==> src/verilog/cem_regs.svh <==
// Constants of the configuration CRC error monitor.
//------------------------------------------------------------------------------
// Summary of operation
//------------------------------------------------------------------------------
`ifndef CEM_REGS_SVH
`define CEM_REGS_SVH
`define CEM_OSC_MHZ 200
`define CEM_SYS_MHZ 200
`define CEM_EXP_MIN 4'h1
`define CEM_EXP_MAX 4'h8
`define CEM_GAP_CYCLES 6'h20
`define CEM_SYN_W 16
`define CEM_LOC_W 27
`define CEM_TYPE_W 3
`define CEM_SEARCH_CYCLES 6'h08
`endif

==> src/verilog/cem_pkg.sv <==
// Types of the configuration CRC error monitor.
`include "cem_regs.svh"
package cem_pkg;
	typedef enum logic [2:0] {
		CEM_IDLE = 3'b000,
		CEM_CHECK = 3'b001,
		CEM_SEARCH = 3'b010,
		CEM_REPORT = 3'b011,
		CEM_HIGH = 3'b100,
		CEM_GAP = 3'b101
	} cem_state_t;
	typedef struct packed {
		logic [`CEM_TYPE_W-1:0] err_type;
		logic [`CEM_LOC_W-1:0] location;
		logic [`CEM_SYN_W-1:0] syndrome;
	} cem_report_t;
	typedef struct packed {
		logic valid;
		logic [`CEM_SYN_W-1:0] syndrome;
		logic [`CEM_TYPE_W-1:0] err_type;
		logic [`CEM_LOC_W-1:0] location;
	} cem_frame_t;
	typedef struct packed {
		cem_state_t st;
		logic [7:0] div_cnt;
		logic tick;
		logic [5:0] cnt;
		logic [`CEM_SYN_W-1:0] syn;
		cem_report_t report;
		cem_report_t pend;
		logic rep_valid;
		cem_report_t upd;
		logic upd_valid;
		logic flag;
		logic pin_flag;
		logic [2:0] um_sync;
		logic running;
		logic [31:0] frames;
	} cem_state_all_t;
endpackage : cem_pkg

==> src/verilog/cem_monitor.sv <==
// Configuration CRC error monitor: divider, frame pacing, report and flag.
`timescale 1ns/1ps
`default_nettype none
`include "cem_regs.svh"
module cem_monitor #(
	parameter logic [3:0] DIV_EXP = 4'h1
) (
	input wire logic sys_clk,
	input wire logic reset,
	input wire logic monitor_enable,
	input wire logic user_mode,
	input wire cem_pkg::cem_frame_t frame_result,
	output logic frame_strobe,
	output cem_pkg::cem_report_t error_report_register,
	output cem_pkg::cem_report_t update_report,
	output logic update_valid,
	output logic error_flag,
	output logic error_flag_pin,
	output logic running
);
	import cem_pkg::*;

	cem_state_all_t s_q;
	cem_state_all_t s_d;
	logic [7:0] div_top;
	logic err_hit;

	//--------------------------------------------------------------------------
	// Divider and fault helpers
	//--------------------------------------------------------------------------
	// Clamps the exponent to its legal range and gives the terminal count.
	function automatic logic [7:0] cem_div_top(input logic [3:0] e);
		logic [3:0] x;
		x = e;
		if (x < `CEM_EXP_MIN)
			x = `CEM_EXP_MIN;
		if (x > `CEM_EXP_MAX)
			x = `CEM_EXP_MAX;
		cem_div_top = 8'((9'h001 << x) - 9'h001);
	endfunction : cem_div_top

	// A frame is faulty when it is valid and its syndrome is not zero.
	function automatic logic cem_is_fault(input cem_frame_t f);
		cem_is_fault = f.valid && (f.syndrome != '0);
	endfunction : cem_is_fault

	assign div_top = cem_div_top(DIV_EXP);
	assign err_hit = s_q.tick && cem_is_fault(frame_result);

	//--------------------------------------------------------------------------
	// Next state
	//--------------------------------------------------------------------------
	always_comb begin
		s_d = s_q;
		s_d.um_sync = {s_q.um_sync[1:0], user_mode};
		s_d.tick = 1'b0;
		s_d.upd_valid = 1'b0;
		// Monitor clock: the oscillator divided by two to the exponent.
		if (s_q.running) begin
			if (s_q.div_cnt == div_top) begin
				s_d.div_cnt = 8'h00;
				s_d.tick = 1'b1;
			end else begin
				s_d.div_cnt = 8'(s_q.div_cnt + 8'h01);
			end
		end
		// Start once user mode has settled; never stops until reset.
		if (monitor_enable && s_q.um_sync[2] && s_q.um_sync[1]) begin
			s_d.running = 1'b1;
		end
		// Latest error found overwrites any pending one.
		if (err_hit) begin
			s_d.syn = frame_result.syndrome;
			s_d.pend.syndrome = frame_result.syndrome;
			s_d.pend.location = frame_result.location;
			s_d.pend.err_type = frame_result.err_type;
		end
		if (s_q.tick && frame_result.valid)
			s_d.frames = 32'(s_q.frames + 32'h1);
		case (s_q.st)
			CEM_IDLE: begin
				if (s_q.running)
					s_d.st = CEM_CHECK;
			end
			CEM_CHECK: begin
				if (s_q.syn != '0) begin
					s_d.st = CEM_SEARCH;
					s_d.cnt = '0;
				end
			end
			CEM_SEARCH: begin
				if (s_q.tick)
					s_d.cnt = 6'(s_q.cnt + 6'h01);
				if (s_q.cnt == `CEM_SEARCH_CYCLES) begin
					s_d.st = CEM_REPORT;
				end
			end
			CEM_REPORT: begin
				s_d.report = s_q.pend;
				s_d.rep_valid = 1'b1;
				// A fault found in this very cycle must not be lost.
				if (!err_hit)
					s_d.syn = '0;
				s_d.st = CEM_HIGH;
			end
			CEM_HIGH: begin
				s_d.upd = s_q.report;
				s_d.upd_valid = 1'b1;
				s_d.flag = 1'b1;
				s_d.cnt = '0;
				s_d.st = CEM_GAP;
			end
			CEM_GAP: begin
				s_d.flag = 1'b0;
				if (s_q.tick)
					s_d.cnt = 6'(s_q.cnt + 6'h01);
				if (s_q.cnt == `CEM_GAP_CYCLES)
					s_d.st = CEM_CHECK;
			end
			default: s_d.st = CEM_IDLE;
		endcase
		s_d.pin_flag = monitor_enable & s_d.flag;
	end

	always_ff @(posedge sys_clk or posedge reset) begin
		if (reset)
			s_q <= '0;
		else
			s_q <= s_d;
	end

	assign frame_strobe = s_q.tick;
	assign error_report_register = s_q.report;
	assign update_report = s_q.upd;
	assign update_valid = s_q.upd_valid;
	assign error_flag = s_q.flag;
	assign error_flag_pin = s_q.pin_flag;
	assign running = s_q.running;
endmodule : cem_monitor
`default_nettype wire

==> config.mk <==
export PLATFORM = sky130hd
export DESIGN_NAME = cem_monitor
export DESIGN_NICKNAME = d
export VERILOG_FILES = /design/src/verilog/cem_pkg.sv /design/src/verilog/cem_monitor.sv
export VERILOG_INCLUDE_DIRS = /design/src /design/src/verilog
export SDC_FILE = /design/constraint.sdc
export NUM_CORES = 1
export LEC_CHECK = 0
export ABC_CLOCK_PERIOD_IN_PS = 5050
export BUFFER_PORTS_ARGS = -buffer_cell sky130_fd_sc_hd__buf_4
export CORE_UTILIZATION = 41
export DETAILED_ROUTE_END_ITERATION = 6
export PLACE_DENSITY_LB_ADDON = 0.1
export SLEW_MARGIN = 10
export SYNTH_ARGS = -nofsm -noshare
export SYNTH_HDL_FRONTEND = slang
export SYNTH_SLANG_ARGS = --single-unit
==> constraint.sdc <==
create_clock -name sys_clk -period 5.05 [get_ports sys_clk]
set_input_delay 0.505 -clock sys_clk [delete_from_list [all_inputs] [get_ports sys_clk]]
set_output_delay 0.505 -clock sys_clk [all_outputs]
set_load 0.01 [all_outputs]
# Word-level counts from Yosys, hierarchy flattened
# Index checks and enable logic that the tools add are counted.
[word_totals] mem_bits_ro=0 latch_bits=0 ramBits=0 n_memories=0 reg_bits=179
[classes] multipliers=0 reduce_logical=11 shifts=0 div=0 bitwise=1 magnitude_cmp=0 mux=16 addsub=2 eq_ne=13
[op_table] cell="$mux 62" n=1
[op_table] cell="$mux 16" n=2
[op_table] cell="$reduce_bool 16->1" n=2
[op_table] cell="$pmux 3 s6" n=1
[op_table] cell="$pmux 6 s3" n=1
[op_table] cell="$mux 3" n=4
[op_table] cell="$mux 6" n=2
[op_table] cell="$add 8x1->8 const B" n=1
[op_table] cell="$eq 8x1->1 const B" n=1
[op_table] cell="$mux 8" n=1
[op_table] cell="$ne 2x2->1 const B" n=4
[op_table] cell="$add 6x1->6 const B" n=1
[op_table] cell="$eq 3x2->1 const B" n=2
[op_table] cell="$eq 3x3->1 const B" n=2
[op_table] cell="$eq 6x4->1 const B" n=1
[op_table] cell="$eq 6x6->1 const B" n=1
[op_table] cell="$logic_and 1x1->1" n=4
[op_table] cell="$reduce_and 4->1" n=1
[op_table] cell="$eq 3x1->1 const B" n=1
[op_table] cell="$logic_not 3->1" n=1
[op_table] cell="$mux 1" n=3
[op_table] cell="$reduce_and 3->1" n=1
[op_table] cell="$reduce_bool 3->1" n=1
[op_table] cell="$ne 2x1->1 const B" n=1
[op_table] cell="other kinds (3)" n=3

# Longest topological paths before layout
# Gate-level depths: netlist of run 1.
[logic_depth] depth_word=6 depth_mapped=7 mapped_depth_nobuf=5

# Worst setup path before layout of run 1
# OpenSTA, ideal clock, no wires.
[synth_timing] path_type="input to register" startpoint="input port frame_result[33] (netlist name)" endpoint="register s_q[100] (netlist name)" setup_ns=0.128 stages=4 slack_ns=3.321 t_required_ns=4.922 arrival_time_ns=1.602 n_path_buf=1 path_cell_list="nor4_1 > a41oi_2 > buf_2 > mux2_1"
[synth_between] elab_chain_len=3
[synth_lines] item="start, declared" line="cem_monitor.sv:12" rtl="input wire cem_pkg::cem_frame_t frame_result,"
[synth_lines] item="$reduce_bool 16->1" line="cem_monitor.sv:44" rtl="cem_is_fault = f.valid && (f.syndrome != '0);"
[synth_lines] item="$logic_and 1x1->1" line="cem_monitor.sv:44"
[synth_lines] item="$logic_and 1x1->1" line="cem_monitor.sv:48" rtl="assign err_hit = s_q.tick && cem_is_fault(frame_result);"
[synth_lines] item="end signal, assigned" line="cem_monitor.sv:127" rtl="s_q <= '0;"
[synth_lines] item="end signal, assigned" line="cem_monitor.sv:129" rtl="s_q <= s_d;"
[synth_lines] item="end, declared" line="cem_monitor.sv:23" rtl="cem_state_all_t s_q;"
# Every way passes these cells.
# A chain may end at the register's enable or synchronous reset.

# Final worst setup path of run 1
[layout_timing] startpoint="register s_q[211] (netlist name)" endpoint="register s_q[198] (netlist name)"
[layout_between] elab_chain_len=4 elab_cells_between_ends=10 cone_classes="eq/ne: 6; mux: 1; reduce/logical: 3"
[layout_lines] item="$eq 3x3->1 or $eq 3x2->1 (tied branches)" line="cem_monitor.sv:80" rtl="case (s_q.st)"
[layout_lines] item="$reduce_or 2->1 (no line)"
[layout_lines] item="$ne 2x1->1 (no line) or $reduce_bool 3->1 (tied branches)"
[layout_lines] item="$reduce_and 3->1 (no line)"
# Several ways; a longest one is shown, not always the timed one.

==> run summary, run 1 <==
CTS root buffer -> clkbuf_16
Count leader, synth -> dfrtp_1
Family with the most delay on the worst path -> compound AO/OA/AOI/OAI gates
Clock Skew -> 0.00974 ns
# hold bufs at CTS -> 0
GR Overflow Total -> 0
Diodes inserted -> 0
VDD IR max -> 254 uV
Clock-pin slew of the registers on the worst-case setup and hold paths -> 0.06 ns
CTS buffer count -> 17
Buf/Inv on CP -> 0
DRT Wirelength -> 14.1 mm
Sequential-to-total area share from yosys stat -> 0.590
Sw Share -> 0.305
Final Critical Period -> 2.23 ns
Ys flop type -> dfrtp_1
Reg power frac -> 0.432
Psw -> 0.00174 W
Register bit total from synthesis -> 179
Layout cell share with drive strength beyond 1 -> 0.455
Vias in the first global route -> 4383
Max cap viols -> 0
CP Launch Type -> flip-flop
Initial antenna violation count -> 0
Ports -> 148
Die Area -> 19100 sq um
# fillers -> 1620
# resized after CTS -> 0
Slowest Stage Delay on Critical Path -> 0.61 ns
Fin. Hold Viols -> 0
Buffers on Ports -> 147
Top post-synthesis cells by area -> dfrtp_1 59%, mux2_2 14%, buf_4 9.2%
Synth area leader -> dfrtp_1
Mean area per synthesized cell -> 13.9 sq um
Synth Cell Area -> 7590 sq um
EDFF count, synth -> 0
CP most frequent cell -> nor4_1
Reg area -> 4480 sq um
Rows -> 49
Final worst-path cycle share -> 0.441
Yosys cell types -> 36
Worst hold path class -> input port to flip-flop
Status -> completed
Clock share of power -> 0.238
First-pass GRT wire length -> 23.4 mm
Worst Tran Pin Value -> 1.16 ns
Hpwl dp -> 8.94 mm
Pleak -> 4.18 nW
Setup TNS -> 0 ns
H-tree levels -> 4
Number of vias per cell -> 4.99
# setup viols final -> 0
CTS tree -> yes
Critical Path RT -> 5.35 ns
Int Pwr -> 0.00396 W
Drt first-iter violations -> 176
Total track usage -> 0.156
Overall Power -> 0.00570 W
Area growth syn-to-layout -> 16.7%
Antenna-violating nets left -> 0
Synthesis warning total -> 0
Vias -> 4208
Crit Path Max Fanout -> 12
Syn_nets -> 602
DR pass1 iterations -> 4
CP max-delay cell -> o21ai_1
Number of remaining DRC errors -> 0
Pin count of the biggest net entering global routing -> 180
Nets -> 658
Comb pwr share -> 0.330
Post-synth top area share -> 0.590
RSZ-0062 raised after global routing -> false
Critical Path, Cell by Cell -> nor4_1 > nand4_1 > o21ai_1 > nor4_1 > a211o_1
Num Clock Sinks -> 179
Final weighted congestion in routability-driven placement -> 0.736
Critical path class -> flip-flop to flip-flop
Max Transition Viols Final -> 0
Post-CTS Setup Bufs -> 0
Fmax -> 0.449 GHz
P per Cell Area -> 645 nW/um^2
Cells after Synth -> 547
Synth top cells by count -> 179 x dfrtp_1, 94 x mux2_2, 93 x buf_4, 44 x mux2_1, 17 x buf_2
Core area -> 18000 sq um
Area occupied by multi-input gates -> 2310 sq um
Die width -> 138 microns
Clock Tree Buf Depth -> 2
Routed WL per cell -> 16.7 microns
Die Y -> 138 microns
Rel. slew slack -> 0.225
Critical Path AT -> 2.53 ns
Starting Density -> 0.421
Clock insertion delay at the later pin of the skew report -> 0.42 ns
CP Capture Type -> flip-flop
Asr flop ratio synth -> 1.00
==> path summary, 6_finish.rpt <==
check                                     start                   end  slack (ns)  cells after the start
max                        s_q[211]$_DFFE_PP0P_  s_q[198]$_DFFE_PP0P_        2.82                      5
min                                   user_mode     s_d[34]$_DFF_PP0_        0.19                      1
max reg2reg                s_q[211]$_DFFE_PP0P_  s_q[198]$_DFFE_PP0P_        2.82                      5
min reg2reg                   s_d[34]$_DFF_PP0_     s_d[35]$_DFF_PP0_        0.36                      0
max in group asynchronous                 reset  s_q[206]$_DFFE_PP0P_        3.99                      3
min in group asynchronous                 reset  s_q[108]$_DFFE_PP0N_        0.36                      3
==> cell usage in the layout, fill, tap and decap left out, types with 3 or more instances in the layout <==
cell type   count
inv_6           3
a21oi_1         3
xnor2_1         4
nor3_1          3
buf_4         150
inv_1           4
nand2_1         9
a21o_1          3
ha_1            4
nor2b_1         3
o21ai_0         7
mux2_1         44
bufinv_16       3
mux2_2         94
clkbuf_16      17
nand3_1         6
nand4_1         4
clkinvlp_4      3
nor2_1         10
a22o_1         16
dfrtp_1       179
nor4_1          9
nand2b_1        6
==> stage by stage <==
step | util | area, sq um | std cells | worst slack [ns] | hold slack [ns]
after global placement | 0.457 | 8240 | 813 | 2.56 | 0.340
after detailed placement | 0.457 | 8240 | 813 | 2.48 | 0.348
after floorplan | - | 7590 | 547 | 2.25 | 0.331
after global routing | 0.491 | 8850 | 844 | 2.66 | 0.166
final | 0.491 | 8850 | 844 | 2.82 | 0.192
after CTS | 0.491 | 8850 | 844 | 2.81 | 0.168
==> per-layer routing <==
| layer | track usage | up-vias | part of all wire |
|---|---|---|---|
| li1 | - | 1929 | - |
| met2 | 0.232 | 106 | 0.46 |
| met5 | 0 | - | 0 |
| met1 | 0.212 | 2156 | 0.47 |
| met4 | 0.0706 | 0 | 0.021 |
| met3 | 0.0433 | 17 | 0.044 |
==> logic make-up (layout without fill, tap and decap cells) <==
| group | after synthesis | in the layout | synth area share |
|---|---|---|---|
| buffers and inverters | 119 | 187 | 0.108 |
| XOR/XNOR | 6 | 6 | 0.00693 |
| AND/OR/NAND/NOR | 60 | 60 | 0.0424 |
| AO/OA/AOI/OAI | 40 | 40 | 0.0399 |
| adder cells (fa/ha/maj) | 4 | 4 | 0.00660 |
| flip-flops | 179 | 179 | 0.590 |
| multiplexers | 139 | 139 | 0.206 |
==> cell type report <==
class,count,share of cell area
Clock buffer,20,0.0516
Timing Repair Buffer,151,0.129
Clock inverter,11,0.0170
Multi-Input combinational cell,249,0.261
Inverter,5,0.00254
Tap cell,229,0.0324
Sequential cell,179,0.506
==> worst register-to-register path, stage by stage, from the launching register on <==
cell and delay [ns]:
dfrtp_1 0.50, nor4_1 0.46, nand4_1 0.17, o21ai_1 0.61, nor4_1 0.13, a211o_1 0.25
==> flip-flops by register name, summed over array words and instances, names as in the netlist <==
register               flops
error_report_register     46
s_d                        2
update_valid               1
update_report             46
s_q                       80
running                    1
frame_strobe               1
error_flag                 1
error_flag_pin             1
==> power by group through the flow <==
| stage | Clock [W] | Sequential, W | Combinational [W] |
|---|---|---|---|
| floorplan | 0 | 0.00235 | 0.00167 |
| detailed placement | 0 | 0.00250 | 0.00192 |
| finish | 0.00136 | 0.00247 | 0.00188 |
| global placement | 0 | 0.00247 | 0.00188 |
| CTS | 0.00140 | 0.00248 | 0.00192 |
| global route | 0.00146 | 0.00257 | 0.00204 |
No activity file was read; power rests on OpenSTA's default activity.
==> run 2, diff against run 1 <==
- ABC_AREA: not set -> 1
- ABC_CLOCK_PERIOD_IN_PS: 5050 -> 2200
- clock period: 5.05 -> 2.2 ns (I/O delays scaled with it)
==> run summary, run 2 <==
GR Overflow Total -> 0
Post-layout util -> 0.489
Clock insertion delay at the later pin of the skew report -> 0.42 ns
Routed WL per cell -> 13.4 microns
P per Cell Area -> 1240 nW/um^2
Pleak -> 4.72 nW
Simple-Gate Fraction of Synth Area -> 0.204
Most frequent cells in the layout -> 257 x nand2_1, 179 x dfrtp_1, 152 x buf_4
Largest family of logic cells by synthesized area -> simple AND/OR/NAND/NOR gates
DRT Wirelength -> 15.8 mm
Yosys cell types -> 30
Rows -> 50
Max cap viols -> 0
Mean area per synthesized cell -> 8.95 sq um
Pin count of the biggest net entering global routing -> 75
Rel. slew slack -> 0.520
Synth Cell Area -> 7890 sq um
Synth area leader -> dfrtp_1
Die Y -> 141 microns
Status -> completed
Critical path class -> flip-flop to flip-flop
VDD IR max -> 556 uV
H-tree levels -> 4
CTS root buffer -> clkbuf_16
Hold_sp -> frame_result[5]
# setup viols final -> 0
First-pass GRT wire length -> 26.0 mm
Count leader, synth -> nand2_1
Number of remaining DRC errors -> 0
Vias in the first global route -> 5054
Final worst-path cycle share -> 0.728
Synthesis warning total -> 0
Diodes inserted -> 0
# resized after CTS -> 0
DR pass1 iterations -> 6
Synth top cells by count -> 258 x nand2_1, 179 x dfrtp_1, 97 x buf_4, 67 x inv_1, 61 x nand3_1
Hpwl dp -> 10.7 mm
Overall Power -> 0.0113 W
CP Launch Type -> flip-flop
Commonest non-fill, non-tap cell in the layout -> nand2_1
Post-synthesis adder-cell area fraction -> 0.00634
CTS tree -> yes
Asr flop ratio synth -> 1.00
Hold_ws -> 0.0270 ns
Core area -> 18800 sq um
Syn_nets -> 937
Nets -> 988
Clock-pin slew of the registers on the worst-case setup and hold paths -> 0.07 ns
Final weighted congestion in routability-driven placement -> 0.787
Critical Path AT -> 1.95 ns
Max Transition Viols Final -> 0
Compound-Gate Fraction of Synth Area -> 0.0715
Crit Path Max Fanout -> 12
Clock Skew -> 0.0115 ns
Num Clock Sinks -> 179
Number of vias per cell -> 4.59
Starting Density -> 0.420
Post-synth top area share -> 0.568
CP startpoint -> s_q[211]$_DFFE_PP0P_
Fmax -> 0.624 GHz
Worst Tran Pin Value -> 0.719 ns
Ports -> 148
Fin. Hold Viols -> 0
CP Capture Type -> flip-flop
Worst hold path class -> input port to flip-flop
RSZ-0062 raised after global routing -> false
Post-CTS Setup Bufs -> 0
# hold bufs at CTS -> 2
Area growth syn-to-layout -> 16.2%
Vias -> 5421
Cells after Synth -> 882
RR Startpoint -> s_q[211]$_DFFE_PP0P_
Buffers on Ports -> 147
Post-synthesis mux area share -> 0
Layout cell share with drive strength beyond 1 -> 0.227
Antenna-violating nets left -> 0
Top post-synthesis cells by area -> dfrtp_1 57%, nand2_1 12%, buf_4 9.2%
Sequential-to-total area share from yosys stat -> 0.568
Register bit total from synthesis -> 179
Die Area -> 19800 sq um
Final Critical Period -> 1.60 ns
Clock Tree Buf Depth -> 2
Die width -> 141 microns
Total track usage -> 0.168
Largest register by flop count -> s_q
Max reg flops -> 80
Drt first-iter violations -> 267
Critical Path RT -> 2.54 ns
Post-Synth XOR/XNOR Area -> 0.00555
Initial antenna violation count -> 0
Ys flop type -> dfrtp_1
EDFF count, synth -> 0
CTS buffer count -> 17
run 2: changes by cell type after synthesis, moves of 12 or more:
cell	before	now
inv_1	5	67
o21ai_0	7	52
o21ai_1	1	32
nor2_1	11	43
nand3_1	6	61
mux2_2	94	0
mux2_1	44	0
a22o_1	16	0
clkbuf_1	4	16
nand2_1	9	258
run 2: critical path, cell delays in order, from the launching register on:
cell and delay [ns]:
dfrtp_1 0.48, nor2_2 0.19, nand2_2 0.10, nand2_2 0.14, nand2_1 0.07, nand2_1 0.08, inv_2 0.04, nand2_2 0.25
nand2_1 0.11, o21ai_2 0.06
run 2: power breakdown:
group | internal (W) | total (W) | switching [W] | leakage [nW]
clock | 0.00164 | 0.00300 | 0.00136 | 0.282
sequential | 0.00423 | 0.00481 | 0.000580 | 2.25
combinational | 0.00159 | 0.00352 | 0.00193 | 2.18
total | 0.00745 | 0.0113 | 0.00387 | 4.72
run 2: cell type report:
class	count	area [sq um]
flip-flops and latches	179	4480
repair buffers	159	1260
clock inverters	13	145
clock buffers	19	443
multi-input cells	503	2270
well taps	234	293
fillers	1808	9600
inverters	73	278
run 2: through the flow:
step | TNS [ns] | instance area (sq um) | setup WS [ns] | instances
6_report | 0 | 9170 | 0.598 | 1180
5_1_grt | 0 | 9170 | 0.451 | 1180
4_1_cts | 0 | 9170 | 0.578 | 1180
3_5_place_dp | 0 | 8560 | 0.602 | 1146
3_3_place_gp | 0 | 8560 | 0.654 | 1146
2_1_floorplan | -56.31 | 7890 | -0.315 | 882
run 2: path summary, 6_finish.rpt:
kind	end	slack [ns]	cells after the start
max reg2reg	s_q[198]$_DFFE_PP0P_	0.60	9
min reg2reg	s_d[35]$_DFF_PP0_	0.35	0
min in group asynchronous	update_report[11]$_DFFE_PP0N_	0.38	3
min	s_q[107]$_DFFE_PP0N_	0.03	3
max	s_q[198]$_DFFE_PP0P_	0.60	9
max in group asynchronous	s_q[116]$_DFFE_PP0N_	1.09	4
run 2: kinds of logic after synthesis:
| logic type | after synthesis |
|---|---|
| buffers and inverters | 200 |
| AO/OA/AOI/OAI | 107 |
| XOR/XNOR | 5 |
| AND/OR/NAND/NOR | 387 |
| flip-flops | 179 |
| adder cells (fa/ha/maj) | 4 |
run 2: per-layer routing:
layer	track usage	up-vias	share of wire
li1	-	2780	-
met1	0.246	2512	0.51
met3	0.0299	10	0.036
met5	0	-	0
met2	0.252	119	0.45
met4	0.0566	0	0.0087
==> run 3, diff against run 2 <==
- ABC_CLOCK_PERIOD_IN_PS: 2200 -> 1550
- clock period: 2.2 -> 1.55 ns (I/O delays scaled with it)
==> run summary, run 3 (synthesized netlist as in run 2, its figures left out) <==
Status -> completed
Starting Density -> 0.420
Num Clock Sinks -> 179
# setup viols final -> 0
Critical path class -> flip-flop to flip-flop
Register-to-Register Path Depth -> 8
Number of remaining DRC errors -> 0
Final worst-path cycle share -> 0.890
Die Y -> 141 microns
P per Cell Area -> 1730 nW/um^2
Layout cell share with drive strength beyond 1 -> 0.228
Critical Path AT -> 1.69 ns
Drt first-iter violations -> 274
CTS tree -> yes
Crit Path Max Fanout -> 12
Ports -> 148
Commonest non-fill, non-tap cell in the layout -> nand2_1
Placed Area -> 8650 sq um
Largest register by flop count -> s_q
Fin. Hold Viols -> 0
Buffers on Ports -> 147
Die Area -> 19800 sq um
GR Overflow Total -> 0
Most frequent cells in the layout -> 257 x nand2_1, 178 x dfrtp_1, 156 x buf_4
Fin cells -> 1217
Max reg flops -> 80
Max cap viols -> 0
Diodes inserted -> 0
Die width -> 141 microns
Critical Path RT -> 1.86 ns
Clock-pin slew of the registers on the worst-case setup and hold paths -> 0.07 ns
CTS buffer count -> 17
Antenna-violating nets left -> 0
Pin count of the biggest net entering global routing -> 74
Core area -> 18800 sq um
H-tree levels -> 4
DRT Wirelength -> 16.5 mm
Rows -> 50
CP Capture Type -> flip-flop
VDD IR max -> 1090 uV
Initial antenna violation count -> 0
Number of vias per cell -> 4.61
Clock insertion delay at the later pin of the skew report -> 0.42 ns
Overall Power -> 0.0166 W
Placed cells -> 1153
Nets -> 1025
Pleak -> 4.91 nW
Hold path cells -> 3
Max Transition Viols Final -> 0
Vias in the first global route -> 5482
Area growth syn-to-layout -> 21.9%
Hpwl dp -> 11.0 mm
Post-CTS Setup Bufs -> 0
Clock Tree Buf Depth -> 2
Total track usage -> 0.179
Worst hold path class -> input port to flip-flop
CP Launch Type -> flip-flop
DR pass1 iterations -> 4
Vias -> 5615
Clock Skew -> 0.0104 ns
Final weighted congestion in routability-driven placement -> 0.821
CTS root buffer -> clkbuf_16
Fmax -> 0.725 GHz
First-pass GRT wire length -> 28.0 mm
Post-layout instance area -> 9620 sq um
Final Critical Period -> 1.38 ns
Worst Tran Pin Value -> 0.394 ns
Routed WL per cell -> 13.5 microns
Rel. slew slack -> 0.735
RSZ-0062 raised after global routing -> false
[run 3: changes by cell type in the layout (fill, tap and decap cells not counted), sizes merged]
cell and delta:
buf +7, clkinvlp +1, dlygate4sd3 +30, clkbuf -1, bufinv +2, inv -2
[run 3: area by class of cell]
| cell class | count | area [sq um] |
|---|---|---|
| fill | 1834 | 9150 |
| sequential | 179 | 4480 |
| multi-input combinational | 503 | 2290 |
| timing repair buffer | 196 | 1650 |
| clock buffer | 18 | 429 |
| tap | 234 | 293 |
| inverter | 73 | 278 |
| clock inverter | 14 | 198 |
[run 3: path summary, 6_finish.rpt]
check                                startpoint                       endpoint  slack, ns
setup / recovery           s_q[211]$_DFFE_PP0P_           s_q[198]$_DFFE_PP0P_       0.17
hold / removal                 frame_result[38]             s_q[186]$_DFF_PP0_       0.02
setup reg to reg           s_q[211]$_DFFE_PP0P_           s_q[198]$_DFFE_PP0P_       0.17
hold reg to reg               s_d[34]$_DFF_PP0_              s_d[35]$_DFF_PP0_       0.36
max in group asynchronous                 reset  update_report[27]$_DFFE_PP0N_       0.64
min in group asynchronous                 reset            s_q[96]$_DFFE_PP0N_       0.24
[run 3: power by group]
group | switching [W] | total [W] | internal [W]
clock | 0.00194 | 0.00454 | 0.00260
combinational | 0.00281 | 0.00523 | 0.00242
sequential | 0.000832 | 0.00684 | 0.00601
[run 3: critical path: stages, from the launching register on]
cell and delay (ns):
dfrtp_1 0.48, nor2_2 0.18, nand2_2 0.10, nand3_1 0.09, nand2_1 0.06, inv_2 0.09
nand2_8 0.10, nand2_1 0.11, o21ai_2 0.06
[run 3: through the flow]
| step | setup slack (ns) | setup TNS (ns) | utilization | hold WS (ns) |
|---|---|---|---|---|
| after detailed placement | 0.0689 | 0 | 0.461 | 0.143 |
| after global placement | 0.0878 | 0 | 0.461 | 0.133 |
| after CTS | 0.00606 | 0 | 0.511 | 0.00594 |
| after global routing | 0.0103 | 0 | 0.512 | 0.0119 |
| after floorplan | -0.900 | -161.03 | - | 0.186 |
| final | 0.170 | 0 | 0.512 | 0.0235 |
[run 3: layer usage]
| metal | share of wire | global-route usage | routed length [microns] | vias up |
|---|---|---|---|---|
| met2 | 0.46 | 0.279 | 7540 | 131 |
| met4 | 0.0081 | 0.0412 | 133 | 0 |
| met3 | 0.041 | 0.0421 | 668 | 8 |
| met5 | 0 | 0 | 0 | - |
| li1 | - | - | - | 2859 |
| met1 | 0.49 | 0.253 | 8120 | 2617 |
[run 3: repair_timing]
action / CTS / global route
resized for setup: 0 / 4
hold endpoints to repair: 42 / 0
endpoints found under the setup margin: 0 / 8
hold buffers: 32 / 0
